`config.mk`:
```
export PLATFORM = sky130hd
export DESIGN_NAME = tt_thermal_throttle
export DESIGN_NICKNAME = d
export VERILOG_FILES = /design/src/pkg/tt_pkg.sv /design/src/design/tt_clk_mod.sv /design/src/design/tt_thermal_throttle.sv
export SDC_FILE = /design/constraint.sdc
export NUM_CORES = 1
export LEC_CHECK = 0
export ABC_AREA = 1
export BUFFER_PORTS_ARGS = -buffer_cell sky130_fd_sc_hd__buf_2
export CORE_UTILIZATION = 38
export DETAILED_ROUTE_END_ITERATION = 7
export HOLD_SLACK_MARGIN = 0.06
export PLACE_DENSITY = 0.7
export SETUP_SLACK_MARGIN = 0.15
export SYNTH_ARGS = -nofsm -noshare
export SYNTH_HDL_FRONTEND = slang
export SYNTH_SLANG_ARGS = --single-unit
```
`constraint.sdc`:
```
create_clock -name clk -period 2.9 [get_ports clk]
set_input_delay 0.145 -clock clk [delete_from_list [all_inputs] [get_ports clk]]
set_output_delay 0.145 -clock clk [all_outputs]
set_load 0.005 [all_outputs]
```
`src/pkg/tt_pkg.sv`:
```
// shared constants, states and carriers for the adaptive thermal throttle
package tt_pkg;
	// core count and sensor readout width
	localparam int TT_NCORES = 2;
	localparam int TT_CORE_W = 1;
	localparam int TT_RD_W = 7;
	// model-specific register addresses
	localparam logic [31:0] TT_ADDR_CORE_STAT = 32'h0000_019c;
	localparam logic [31:0] TT_ADDR_LIMIT = 32'h0000_01a2;
	localparam logic [31:0] TT_ADDR_PKG_STAT = 32'h0000_01b1;
	// status word layout, shared by core and package status
	localparam int TT_ST_ACTIVE = 0;
	localparam int TT_ST_LOG = 1;
	localparam int TT_ST_THR1 = 6;
	localparam int TT_ST_THR1_LOG = 7;
	localparam int TT_ST_THR2 = 8;
	localparam int TT_ST_THR2_LOG = 9;
	localparam int TT_ST_MOD = 12;
	localparam int TT_ST_DEFER = 13;
	localparam int TT_ST_RD_LSB = 16;
	// limit register layout
	localparam int TT_TJ_LSB = 16;
	localparam int TT_TJ_MSB = 23;
	localparam int TT_OFS_LSB = 24;
	localparam int TT_OFS_MSB = 29;
	localparam logic [5:0] TT_OFS_RESET = 6'h00;
	// factory junction limit in degrees celsius
	localparam logic [7:0] TT_TJMAX_DEFAULT = 8'h69;
	// operating point levels, higher is faster
	localparam int TT_LVL_W = 4;
	localparam logic [3:0] TT_LVL_MIN = 4'h0;
	localparam logic [3:0] TT_LVL_MAX = 4'hf;
	localparam logic [3:0] TT_LVL_STEP = 4'h1;
	// timing
	localparam int TT_CLK_KHZ = 125000;
	localparam int TT_MOD_PERIOD_NS = 32000;
	// scaled in two steps so the product stays inside a 32-bit int
	localparam int TT_MOD_PERIOD_CYC = TT_MOD_PERIOD_NS * (TT_CLK_KHZ / 1000) / 1000;
	localparam int TT_MOD_ON_CYC = TT_MOD_PERIOD_CYC / 4;
	localparam int TT_MOD_CNT_W = 12;
	localparam int TT_AVG_WINDOW_MS = 256;
	localparam int TT_AVG_WINDOW_CYC = TT_AVG_WINDOW_MS * TT_CLK_KHZ;
	localparam int TT_AVG_SAMPLES = 256;
	localparam int TT_AVG_CNT_W = 17;
	localparam int TT_AVG_IDX_W = 8;
	localparam int TT_AVG_SUM_W = 15;
	localparam int TT_TRANS_CYC = 8;
	localparam int TT_STEP_CYC = 64;
	localparam int TT_TIMER_W = 8;
	localparam int TT_HYST_W = 16;
	localparam int TT_HYST_DEFAULT = 1000;
	// one-hot operating point sequencer
	typedef enum logic [4:0] {
		TT_OP_IDLE = 5'b0_0001,
		TT_OP_VUP = 5'b0_0010,
		TT_OP_FUP = 5'b0_0100,
		TT_OP_FDN = 5'b0_1000,
		TT_OP_VDN = 5'b1_0000
	} tt_op_state_type;
	// register access request and answer
	typedef struct packed {
		logic rd;
		logic wr;
		logic [31:0] addr;
		logic [TT_CORE_W-1:0] core;
		logic [63:0] wdata;
	} tt_msr_req_type;
	typedef struct packed {
		logic ack;
		logic err;
		logic [63:0] rdata;
	} tt_msr_rsp_type;
endpackage

```
`src/design/tt_clk_mod.sv`:
```
// fixed-duty core clock gate used while the throttle modulates
`timescale 1ns/100ps
module tt_clk_mod
	import tt_pkg::*;
(
	input wire logic clk,
	input wire logic sys_rst,
	input wire logic mod_en,
	output logic clk_gate
);
	logic [TT_MOD_CNT_W-1:0] cnt;

	// period counter runs on the fixed system clock, not the core ratio
	always_ff @(posedge clk) begin
		if (sys_rst || !mod_en) begin
			cnt <= '0;
		end else if (cnt == TT_MOD_CNT_W'(TT_MOD_PERIOD_CYC - 1)) begin
			cnt <= '0;
		end else begin
			cnt <= TT_MOD_CNT_W'(cnt + 1'b1);
		end
	end

	// on for the first quarter, off for the rest; the ratio is hard wired
	always_ff @(posedge clk) begin
		if (sys_rst || !mod_en) begin
			clk_gate <= 1'b1;
		end else begin
			clk_gate <= (cnt < TT_MOD_CNT_W'(TT_MOD_ON_CYC));
		end
	end

	chk_mod_period_wrap:
	assert property (@(posedge clk) disable iff (sys_rst)
		(mod_en && cnt == TT_MOD_CNT_W'(TT_MOD_PERIOD_CYC - 1)) ##1 mod_en
		|-> cnt == '0)
		else $error("modulation period not 32 us");
	chk_mod_off_quarter:
	assert property (@(posedge clk) disable iff (sys_rst)
		(mod_en && cnt == TT_MOD_CNT_W'(TT_MOD_ON_CYC)) ##1 mod_en
		|-> !clk_gate)
		else $error("clock still on after first quarter");
	chk_mod_on_start:
	assert property (@(posedge clk) disable iff (sys_rst)
		(mod_en && cnt == '0) ##1 mod_en |-> clk_gate)
		else $error("clock not on at period start");
endmodule // tt_clk_mod

```
`src/design/tt_thermal_throttle.sv`:
```
// adaptive thermal throttle: activation, operating point, status registers
`timescale 1ns/100ps
module tt_thermal_throttle
	import tt_pkg::*;
#(
	parameter int HYST_CYCLES = TT_HYST_DEFAULT,
	parameter int AVG_SAMPLE_CYCLES = TT_AVG_WINDOW_CYC / TT_AVG_SAMPLES
) (
	input wire logic clk,
	input wire logic sys_rst,
	input wire logic [TT_NCORES-1:0][TT_RD_W-1:0] sensor_reading,
	input wire logic [TT_RD_W-1:0] thr1_reading,
	input wire logic [TT_RD_W-1:0] thr2_reading,
	input wire logic pstate_req_valid,
	input wire logic [TT_LVL_W-1:0] pstate_req_level,
	input wire tt_msr_req_type msr_req,
	output tt_msr_rsp_type msr_rsp,
	output logic [TT_LVL_W-1:0] freq_level,
	output logic [TT_LVL_W-1:0] volt_level,
	output logic exec_halt,
	output logic core_clk_en,
	output logic tcc_active,
	output logic mod_active,
	output logic thr_irq,
	output logic snoop_irq_en,
	output logic [TT_RD_W-1:0] sb_temp
);
	// builds a status word; used for core and package reads
	function automatic logic [63:0] tt_status_word(
		input logic active,
		input logic log_bit,
		input logic [TT_RD_W-1:0] rd,
		input logic [3:0] thr,
		input logic modul,
		input logic defer
	);
		logic [63:0] w;
		w = '0;
		w[TT_ST_ACTIVE] = active;
		w[TT_ST_LOG] = log_bit;
		w[TT_ST_THR1] = thr[0];
		w[TT_ST_THR1_LOG] = thr[1];
		w[TT_ST_THR2] = thr[2];
		w[TT_ST_THR2_LOG] = thr[3];
		w[TT_ST_MOD] = modul;
		w[TT_ST_DEFER] = defer;
		w[TT_ST_RD_LSB +: TT_RD_W] = rd;
		return w;
	endfunction

	logic [5:0] act_ofs;
	logic [TT_NCORES-1:0] hot_core;
	logic [TT_NCORES-1:0] core_log;
	logic any_hot;
	logic [TT_RD_W-1:0] pkg_reading;
	logic [TT_HYST_W-1:0] hyst_cnt;
	logic [TT_LVL_W-1:0] therm_lvl;
	logic [TT_LVL_W-1:0] req_lvl;
	logic [TT_LVL_W-1:0] target_lvl;
	logic [TT_LVL_W-1:0] goal_lvl;
	logic [TT_TIMER_W-1:0] step_cnt;
	logic [TT_TIMER_W-1:0] trans_cnt;
	logic trans_done;
	tt_op_state_type op_state;
	tt_op_state_type next_op_state;
	logic pkg_log;
	logic thr1_st;
	logic thr2_st;
	logic thr1_log;
	logic thr2_log;
	logic next_thr1;
	logic next_thr2;
	logic wr_core;
	logic wr_pkg;
	logic [TT_AVG_CNT_W-1:0] avg_cnt;
	logic [TT_AVG_IDX_W-1:0] avg_idx;
	logic [TT_AVG_SUM_W-1:0] avg_acc;
	logic [TT_AVG_SUM_W-1:0] avg_sum;
	logic mod_gate;

	// one comparator per core; the offset only moves the trip point, the
	// reading itself stays relative to the junction limit
	generate
		for (genvar i = 0; i < TT_NCORES; i++) begin : g_core
			assign hot_core[i] = sensor_reading[i] <= {1'b0, act_ofs};
			// sticky event log, a new event beats a software clear
			always_ff @(posedge clk) begin
				if (sys_rst) begin
					core_log[i] <= 1'b0;
				end else if (hot_core[i]) begin
					core_log[i] <= 1'b1;
				end else if (wr_core && msr_req.core == TT_CORE_W'(i)
					&& !msr_req.wdata[TT_ST_LOG]) begin
					core_log[i] <= 1'b0;
				end
			end
		end
	endgenerate

	// hottest core is the smallest offset below the limit
	always_comb begin
		pkg_reading = sensor_reading[0];
		for (int i = 1; i < TT_NCORES; i++) begin
			if (sensor_reading[i] < pkg_reading) begin
				pkg_reading = sensor_reading[i];
			end
		end
	end

	// there is deliberately no enable bit; only the trip point is tunable
	assign any_hot = |hot_core;
	assign wr_core = msr_req.wr && msr_req.addr == TT_ADDR_CORE_STAT;
	assign wr_pkg = msr_req.wr && msr_req.addr == TT_ADDR_PKG_STAT;

	// activation offset, the only writable part of the limit register
	always_ff @(posedge clk) begin
		if (sys_rst) begin
			act_ofs <= TT_OFS_RESET;
		end else if (msr_req.wr && msr_req.addr == TT_ADDR_LIMIT) begin
			act_ofs <= msr_req.wdata[TT_OFS_MSB:TT_OFS_LSB];
		end
	end

	// hysteresis timer reloads while hot, runs down once cool
	always_ff @(posedge clk) begin
		if (sys_rst) begin
			hyst_cnt <= '0;
		end else if (any_hot) begin
			hyst_cnt <= TT_HYST_W'(HYST_CYCLES);
		end else if (hyst_cnt != '0) begin
			hyst_cnt <= TT_HYST_W'(hyst_cnt - 1'b1);
		end
	end

	// throttle stays on until cool and the timer has run out
	always_ff @(posedge clk) begin
		if (sys_rst) begin
			tcc_active <= 1'b0;
		end else if (any_hot) begin
			tcc_active <= 1'b1;
		end else if (hyst_cnt == '0) begin
			tcc_active <= 1'b0;
		end
	end

	// thermal target walks down one level per step while still hot
	always_ff @(posedge clk) begin
		if (sys_rst || !tcc_active) begin
			therm_lvl <= TT_LVL_MAX;
			step_cnt <= '0;
		end else if (any_hot) begin
			if (step_cnt == TT_TIMER_W'(TT_STEP_CYC - 1)) begin
				step_cnt <= '0;
				if (therm_lvl != TT_LVL_MIN) begin
					therm_lvl <= TT_LVL_W'(therm_lvl - TT_LVL_STEP);
				end
			end else begin
				step_cnt <= TT_TIMER_W'(step_cnt + 1'b1);
			end
		end
	end

	// last software performance request is kept, even while deferred
	always_ff @(posedge clk) begin
		if (sys_rst) begin
			req_lvl <= TT_LVL_MAX;
		end else if (pstate_req_valid) begin
			req_lvl <= pstate_req_level;
		end
	end

	// faster requests wait for the event to end, slower ones pass now
	assign target_lvl = (tcc_active && req_lvl > therm_lvl) ?
		therm_lvl : req_lvl;

	// sequencer: a rail change is given a fixed settle time
	assign trans_done = trans_cnt == TT_TIMER_W'(TT_TRANS_CYC - 1);
	always_comb begin
		next_op_state = op_state;
		case (op_state)
			TT_OP_IDLE: begin
				if (target_lvl > freq_level) begin
					next_op_state = TT_OP_VUP;
				end else if (target_lvl < freq_level) begin
					next_op_state = TT_OP_FDN;
				end
			end
			TT_OP_VUP: begin
				if (trans_done) next_op_state = TT_OP_FUP;
			end
			TT_OP_FUP: begin
				if (trans_done) next_op_state = TT_OP_IDLE;
			end
			TT_OP_FDN: begin
				if (trans_done) next_op_state = TT_OP_VDN;
			end
			TT_OP_VDN: begin
				if (trans_done) next_op_state = TT_OP_IDLE;
			end
			default: next_op_state = TT_OP_IDLE;
		endcase
	end

	// state, settle timer and latched goal of the running transition
	always_ff @(posedge clk) begin
		if (sys_rst) begin
			op_state <= TT_OP_IDLE;
			trans_cnt <= '0;
			goal_lvl <= TT_LVL_MAX;
		end else begin
			op_state <= next_op_state;
			if (next_op_state != op_state) begin
				trans_cnt <= '0;
			end else if (op_state != TT_OP_IDLE) begin
				trans_cnt <= TT_TIMER_W'(trans_cnt + 1'b1);
			end
			if (op_state == TT_OP_IDLE) begin
				goal_lvl <= target_lvl;
			end
		end
	end

	// rails move on entry to their state; voltage leads up, trails down
	always_ff @(posedge clk) begin
		if (sys_rst) begin
			freq_level <= TT_LVL_MAX;
			volt_level <= TT_LVL_MAX;
		end else begin
			if (op_state == TT_OP_VUP || op_state == TT_OP_VDN) begin
				volt_level <= goal_lvl;
			end
			if (op_state == TT_OP_FUP || op_state == TT_OP_FDN) begin
				freq_level <= goal_lvl;
			end
		end
	end

	// execution pauses only around frequency relock
	always_ff @(posedge clk) begin
		if (sys_rst) begin
			exec_halt <= 1'b0;
		end else begin
			exec_halt <= next_op_state == TT_OP_FUP
				|| next_op_state == TT_OP_FDN;
		end
	end

	// modulation only once frequency and voltage have run out of room;
	// it stops on the very edge that releases the throttle
	always_ff @(posedge clk) begin
		if (sys_rst || !tcc_active || (!any_hot && hyst_cnt == '0)) begin
			mod_active <= 1'b0;
		end else if (any_hot && therm_lvl == TT_LVL_MIN
			&& freq_level == TT_LVL_MIN && op_state == TT_OP_IDLE) begin
			mod_active <= 1'b1;
		end
	end

	tt_clk_mod u_clk_mod (
		.clk(clk),
		.sys_rst(sys_rst),
		.mod_en(mod_active),
		.clk_gate(mod_gate)
	);

	// gate and service enable registered; the gate stops execution
	// only, snoop and interrupt logic stays clocked
	always_ff @(posedge clk) begin
		if (sys_rst) begin
			core_clk_en <= 1'b1;
			snoop_irq_en <= 1'b0;
		end else begin
			core_clk_en <= mod_gate;
			snoop_irq_en <= 1'b1;
		end
	end

	// threshold compare on the hottest reading; crossing either way logs
	assign next_thr1 = pkg_reading <= thr1_reading;
	assign next_thr2 = pkg_reading <= thr2_reading;
	always_ff @(posedge clk) begin
		if (sys_rst) begin
			thr1_st <= 1'b0;
			thr2_st <= 1'b0;
			thr_irq <= 1'b0;
		end else begin
			thr1_st <= next_thr1;
			thr2_st <= next_thr2;
			thr_irq <= (next_thr1 != thr1_st)
				|| (next_thr2 != thr2_st);
		end
	end

	// package sticky logs, set wins over a clear in the same cycle
	always_ff @(posedge clk) begin
		if (sys_rst) begin
			pkg_log <= 1'b0;
			thr1_log <= 1'b0;
			thr2_log <= 1'b0;
		end else begin
			if (any_hot) pkg_log <= 1'b1;
			else if (wr_pkg && !msr_req.wdata[TT_ST_LOG]) pkg_log <= 1'b0;
			if (next_thr1 != thr1_st) thr1_log <= 1'b1;
			else if (wr_pkg && !msr_req.wdata[TT_ST_THR1_LOG]) thr1_log <= 1'b0;
			if (next_thr2 != thr2_st) thr2_log <= 1'b1;
			else if (wr_pkg && !msr_req.wdata[TT_ST_THR2_LOG]) thr2_log <= 1'b0;
		end
	end

	// block average of the hottest reading; a sliding window would need
	// a 256-entry store for little gain in a fan loop
	assign avg_sum = TT_AVG_SUM_W'(avg_acc + pkg_reading);
	always_ff @(posedge clk) begin
		if (sys_rst) begin
			avg_cnt <= '0;
			avg_idx <= '0;
			avg_acc <= '0;
			sb_temp <= '0;
		end else if (avg_cnt == TT_AVG_CNT_W'(AVG_SAMPLE_CYCLES - 1)) begin
			avg_cnt <= '0;
			avg_idx <= TT_AVG_IDX_W'(avg_idx + 1'b1);
			if (avg_idx == TT_AVG_IDX_W'(TT_AVG_SAMPLES - 1)) begin
				avg_acc <= '0;
				sb_temp <= avg_sum[TT_AVG_SUM_W-1:TT_AVG_IDX_W];
			end else begin
				avg_acc <= avg_sum;
			end
		end else begin
			avg_cnt <= TT_AVG_CNT_W'(avg_cnt + 1'b1);
		end
	end

	// register answer one cycle after any access; unknown address errs
	always_ff @(posedge clk) begin
		if (sys_rst) begin
			msr_rsp <= '0;
		end else begin
			msr_rsp.ack <= msr_req.rd || msr_req.wr;
			msr_rsp.err <= (msr_req.rd || msr_req.wr)
				&& msr_req.addr != TT_ADDR_CORE_STAT
				&& msr_req.addr != TT_ADDR_LIMIT
				&& msr_req.addr != TT_ADDR_PKG_STAT;
			msr_rsp.rdata <= '0;
			if (msr_req.rd && msr_req.addr == TT_ADDR_CORE_STAT) begin
				msr_rsp.rdata <= tt_status_word(hot_core[msr_req.core],
					core_log[msr_req.core], sensor_reading[msr_req.core],
					4'h0, mod_active, 1'b0);
			end else if (msr_req.rd && msr_req.addr == TT_ADDR_PKG_STAT) begin
				msr_rsp.rdata <= tt_status_word(any_hot, pkg_log, pkg_reading,
					{thr2_log, thr2_st, thr1_log, thr1_st}, mod_active,
					tcc_active && req_lvl > therm_lvl);
			end else if (msr_req.rd && msr_req.addr == TT_ADDR_LIMIT) begin
				msr_rsp.rdata[TT_TJ_MSB:TT_TJ_LSB] <= TT_TJMAX_DEFAULT;
				msr_rsp.rdata[TT_OFS_MSB:TT_OFS_LSB] <= act_ofs;
			end
		end
	end

	chk_act_on_hot:
	assert property (@(posedge clk) disable iff (sys_rst)
		any_hot |=> tcc_active)
		else $error("hot sensor did not activate throttle");
	chk_zero_trips:
	assert property (@(posedge clk) disable iff (sys_rst)
		(act_ofs == TT_OFS_RESET && sensor_reading[0] == '0)
		|=> tcc_active && core_log[0])
		else $error("zero reading did not trip");
	chk_tj_fixed:
	assert property (@(posedge clk) disable iff (sys_rst)
		$past(msr_req.rd && msr_req.addr == TT_ADDR_LIMIT)
		|-> msr_rsp.rdata[TT_TJ_MSB:TT_TJ_LSB] == TT_TJMAX_DEFAULT)
		else $error("junction limit field changed");
	chk_step_down:
	assert property (@(posedge clk) disable iff (sys_rst)
		(tcc_active && any_hot && therm_lvl != TT_LVL_MIN
		&& step_cnt == TT_TIMER_W'(TT_STEP_CYC - 1))
		|=> therm_lvl == TT_LVL_W'($past(therm_lvl) - TT_LVL_STEP))
		else $error("thermal target did not step down");
	chk_volt_leads:
	assert property (@(posedge clk) disable iff (sys_rst)
		(op_state == TT_OP_FUP) |-> volt_level == goal_lvl)
		else $error("frequency rose before voltage");
	chk_freq_leads:
	assert property (@(posedge clk) disable iff (sys_rst)
		(op_state == TT_OP_VDN) |-> freq_level == goal_lvl)
		else $error("voltage fell before frequency");
	chk_halt_freq:
	assert property (@(posedge clk) disable iff (sys_rst)
		exec_halt |-> (op_state == TT_OP_FUP || op_state == TT_OP_FDN))
		else $error("halt outside frequency change");
	chk_defer_fast:
	assert property (@(posedge clk) disable iff (sys_rst)
		tcc_active |-> target_lvl <= therm_lvl && target_lvl <= req_lvl)
		else $error("faster request not deferred");
	chk_mod_min:
	assert property (@(posedge clk) disable iff (sys_rst)
		$rose(mod_active) |-> $past(therm_lvl) == TT_LVL_MIN
		&& $past(freq_level) == TT_LVL_MIN)
		else $error("modulation before minimum point");
	chk_release_hyst:
	assert property (@(posedge clk) disable iff (sys_rst)
		$fell(tcc_active) |-> $past(!any_hot) && $past(hyst_cnt) == '0
		&& !mod_active)
		else $error("throttle released early");
	chk_hyst_reload:
	assert property (@(posedge clk) disable iff (sys_rst)
		any_hot |=> hyst_cnt == TT_HYST_W'(HYST_CYCLES))
		else $error("hysteresis did not restart");
	chk_normal_back:
	assert property (@(posedge clk) disable iff (sys_rst)
		!tcc_active |-> target_lvl == req_lvl)
		else $error("not back to requested point");
	chk_service_on:
	assert property (@(posedge clk) disable iff (sys_rst)
		tcc_active |-> snoop_irq_en)
		else $error("service stopped while throttling");
	chk_thr_irq:
	assert property (@(posedge clk) disable iff (sys_rst)
		(next_thr1 != thr1_st) |=> thr_irq && thr1_log)
		else $error("threshold crossing not signalled");
endmodule // tt_thermal_throttle

```
==> results.toml <==
[status]
status = "complete, no violations"

[synth]
yosysWarningCount = 0
synth_ff_type = "dfxtp_1"
yosysSeqAreaShare = 0.351
synth.area.top_cells = "dfxtp_1 (35%), nand2_1 (11%), ha_1 (7.6%)"
netlist_instances = 1273
syn-cell-area_um2 = 9080
syn_area_per_cell_um2 = 7.13
synthDistinctLibCells = 55
synthArstFlopShare = 0
synth_top_area_frac = 0.351
yosys.area.top_type = "dfxtp_1"
synth-seq-cells = 159
synth_edf_count = 0

[floorplanning]
boundaryPins = 221
fp.dieArea_um2 = 24500
core_um2 = 23500
initial_core_util = 0.387
rows = 56
die_w_um = 157
die_h_um = 157

[grt]
grt_overflow_total = 0
antenna_found_initial = 0
grt_pass1_vias = 8150
grt_max_degree = 41
grt_use_total = 0.184
grt_first_pass_wirelength_mm = 36.4

[timing]
hold_viol = 0
slew_violations = 0
fmax_mhz = 377
setup_viol = 0
fin_crit_ns = 2.66
period_share = 0.916
skew_ns = 0.0121
worstMarginPinSlew_ns = 0.650
rsz0062_at_grt = "true"
whs_ns = 0.0738
maxSlewHeadroom = 0.565
setup_ws_ns = 0.244

[layout]
fillers = 2294
final_util = 0.475
fin_area_um2 = 11200
stdcell_count = 1788
diodes = 0
layout.cells.most_common = "nand2_1"
layout-drive-gt1-share = 0.200
synthToLayoutAreaGrowth_pct = 22.9
final_cell_mix = "nand2_1 (256), dfxtp_1 (156), inv_1 (153), nor2_1 (150), buf_2 (122)"
final_nets = 1646

[place]
portBuffers = 122
dp.cells = 1734
gp_congestion = 0.901
dp_slack_ns = -0.0360
place_area_um2 = 10100
dp_hpwl_mm = 16.8

[clock_network]
cts_root_buf = "clkbuf_16"
clockBufferDepth = 2
cts_buffers = 17
clk_pin_slew_ns = 0.07
clk_latency_ns = 0.43
numClockSinks = 159
cts_max_level = 4
cts_tree = "built"

[power]
clockPowerShare = 0.359
leakage_nw = 5.16
p_sw_frac = 0.331
power_switching_mw = 2.11
pwr-share-comb = 0.254
power_frac_seq = 0.388
powerDensity_nw_per_um2 = 572
ir_drop_mv = 0.366
internal-power_mw = 4.27

[critical_path]
worstSetupEndpointType = "register"
required_ns = 3.26
worstPathMaxFanout = 8
critPathLaunchType = "register"
critPathKind = "reg2reg"
arrival_ns = 3.02

[job]
cap_violations = 0

[route]
vias = 8587
drtIter0Drc = 445
drt-total-wl_mm = 22.0
first_pass_iters = 5
remaining_drc_errors = 0
routedWlPerCell_um = 12.3
postRouteAntennaNets = 0
routed_via_density = 4.80

[hold_path]
hp-class = "in2reg"
==> power groups by stage <==
stage | Sequential (mW) | Combinational (mW) | Clock, mW
6_report | 2.47 | 1.62 | 2.29
5_1_grt | 2.49 | 1.83 | 2.44
2_1_floorplan | 2.48 | 1.13 | 0
3_3_place_gp | 2.51 | 1.43 | 0
4_1_cts | 2.47 | 1.50 | 2.33
3_5_place_dp | 2.51 | 1.47 | 0
==> repair_timing <==
item | in CTS | in global routing
gates resized for setup | 5 | 50
hold buffers | 19 | 0
buffers inserted | 0 | 3
endpoints found under the setup margin | 8 | 20
endpoints found under the hold margin | 11 | 0
pin swaps | 0 | 15
==> synthesized netlist by cell type, drive strengths merged, types with 6 or more instances <==
| cell | number |
|---|---|
| nand2 | 278 |
| nor2 | 177 |
| inv | 162 |
| dfxtp | 159 |
| a21oi | 83 |
| nand3 | 83 |
| o21ai | 57 |
| ha | 55 |
| buf | 52 |
| nor3 | 31 |
| nand4 | 30 |
| xor2 | 28 |
| a211oi | 10 |
| or2 | 8 |
| xnor2 | 8 |
| clkbuf | 6 |
| nand3b | 6 |
==> critical path: stages (launching register included) <==
cell and delay, ns:
dfxtp_2 0.36, inv_4 0.06, ha_4 0.26, a21oi_1 0.08, o21ai_2 0.18, nand3_4 0.21, buf_6 0.19, nand2_2 0.07
o21ai_4 0.06, ha_1 0.18, inv_1 0.05, nand2_1 0.04, nand2_1 0.07, nand2_2 0.06, nand2_2 0.09, nand4_1 0.15
nand3_2 0.12, nor2_2 0.05, nor2_2 0.12, nand2_4 0.12, nor2_2 0.09
==> stage by stage <==
stage | total power [mW] | setup TNS, ns
after floorplan | 3.61 | 0
after global placement | 3.95 | 0
after global routing | 6.76 | 0
final | 6.38 | 0
after CTS | 6.29 | 0
after detailed placement | 3.98 | -0.0408
==> flip-flops by register name, summed over array words and instances, names as in the netlist, 2 cells and up <==
signal and count:
req_lvl 4, therm_lvl 4, msr_rsp 23, goal_lvl 4, hyst_cnt 16, freq_level 4
step_cnt 8, core_log 2, avg_idx 8, op_state 5, act_ofs 6, volt_level 4
avg_cnt 17, trans_cnt 8, sb_temp 7, u_clk_mod.cnt 12, avg_acc 15
==> kinds of logic after synthesis <==
family | count (synthesis) | synth area share
multiplexers | 2 | 0.00220
AO/OA/AOI/OAI | 169 | 0.105
XOR/XNOR | 36 | 0.0347
adder cells (fa/ha/maj) | 56 | 0.0780
buffers and inverters | 223 | 0.113
other | 1 | 0.000413
AND/OR/NAND/NOR | 627 | 0.316
flip-flops | 159 | 0.351
==> final cells by class <==
class	count	area [um2]	area share
multi-input cells	933	5240	0.470
flip-flops and latches	159	3190	0.286
repair buffers	180	1100	0.0987
inverters	165	628	0.0563
clock buffers	18	429	0.0385
well taps	319	399	0.0358
clock inverters	14	168	0.0150
==> worst paths after layout <==
path | startpoint | depth (start not counted) | end | slack [ns]
min reg2reg | thr2_log$_SDFFE_PP0P_ | 2 | msr_rsp[9]$_SDFF_PP0_ | 0.43
max reg2reg | therm_lvl[1]$_SDFFE_PP1P_ | 20 | trans_cnt[7]$_SDFFE_PP0N_ | 0.24
min | sys_rst | 2 | avg_idx[7]$_SDFFE_PP0N_ | 0.07
max | therm_lvl[1]$_SDFFE_PP1P_ | 20 | trans_cnt[7]$_SDFFE_PP0N_ | 0.24
==> layer usage <==
| layer | share of wire | wire (um) | vias up | GRT usage |
|---|---|---|---|---|
| li1 | - | - | 4422 | - |
| met4 | 0.018 | 389 | 0 | 0.0607 |
| met2 | 0.49 | 10900 | 204 | 0.329 |
| met1 | 0.44 | 9750 | 3928 | 0.219 |
| met5 | 0 | 0 | - | 0 |
| met3 | 0.045 | 999 | 33 | 0.0360 |
No activity file was read; power rests on OpenSTA's default activity.
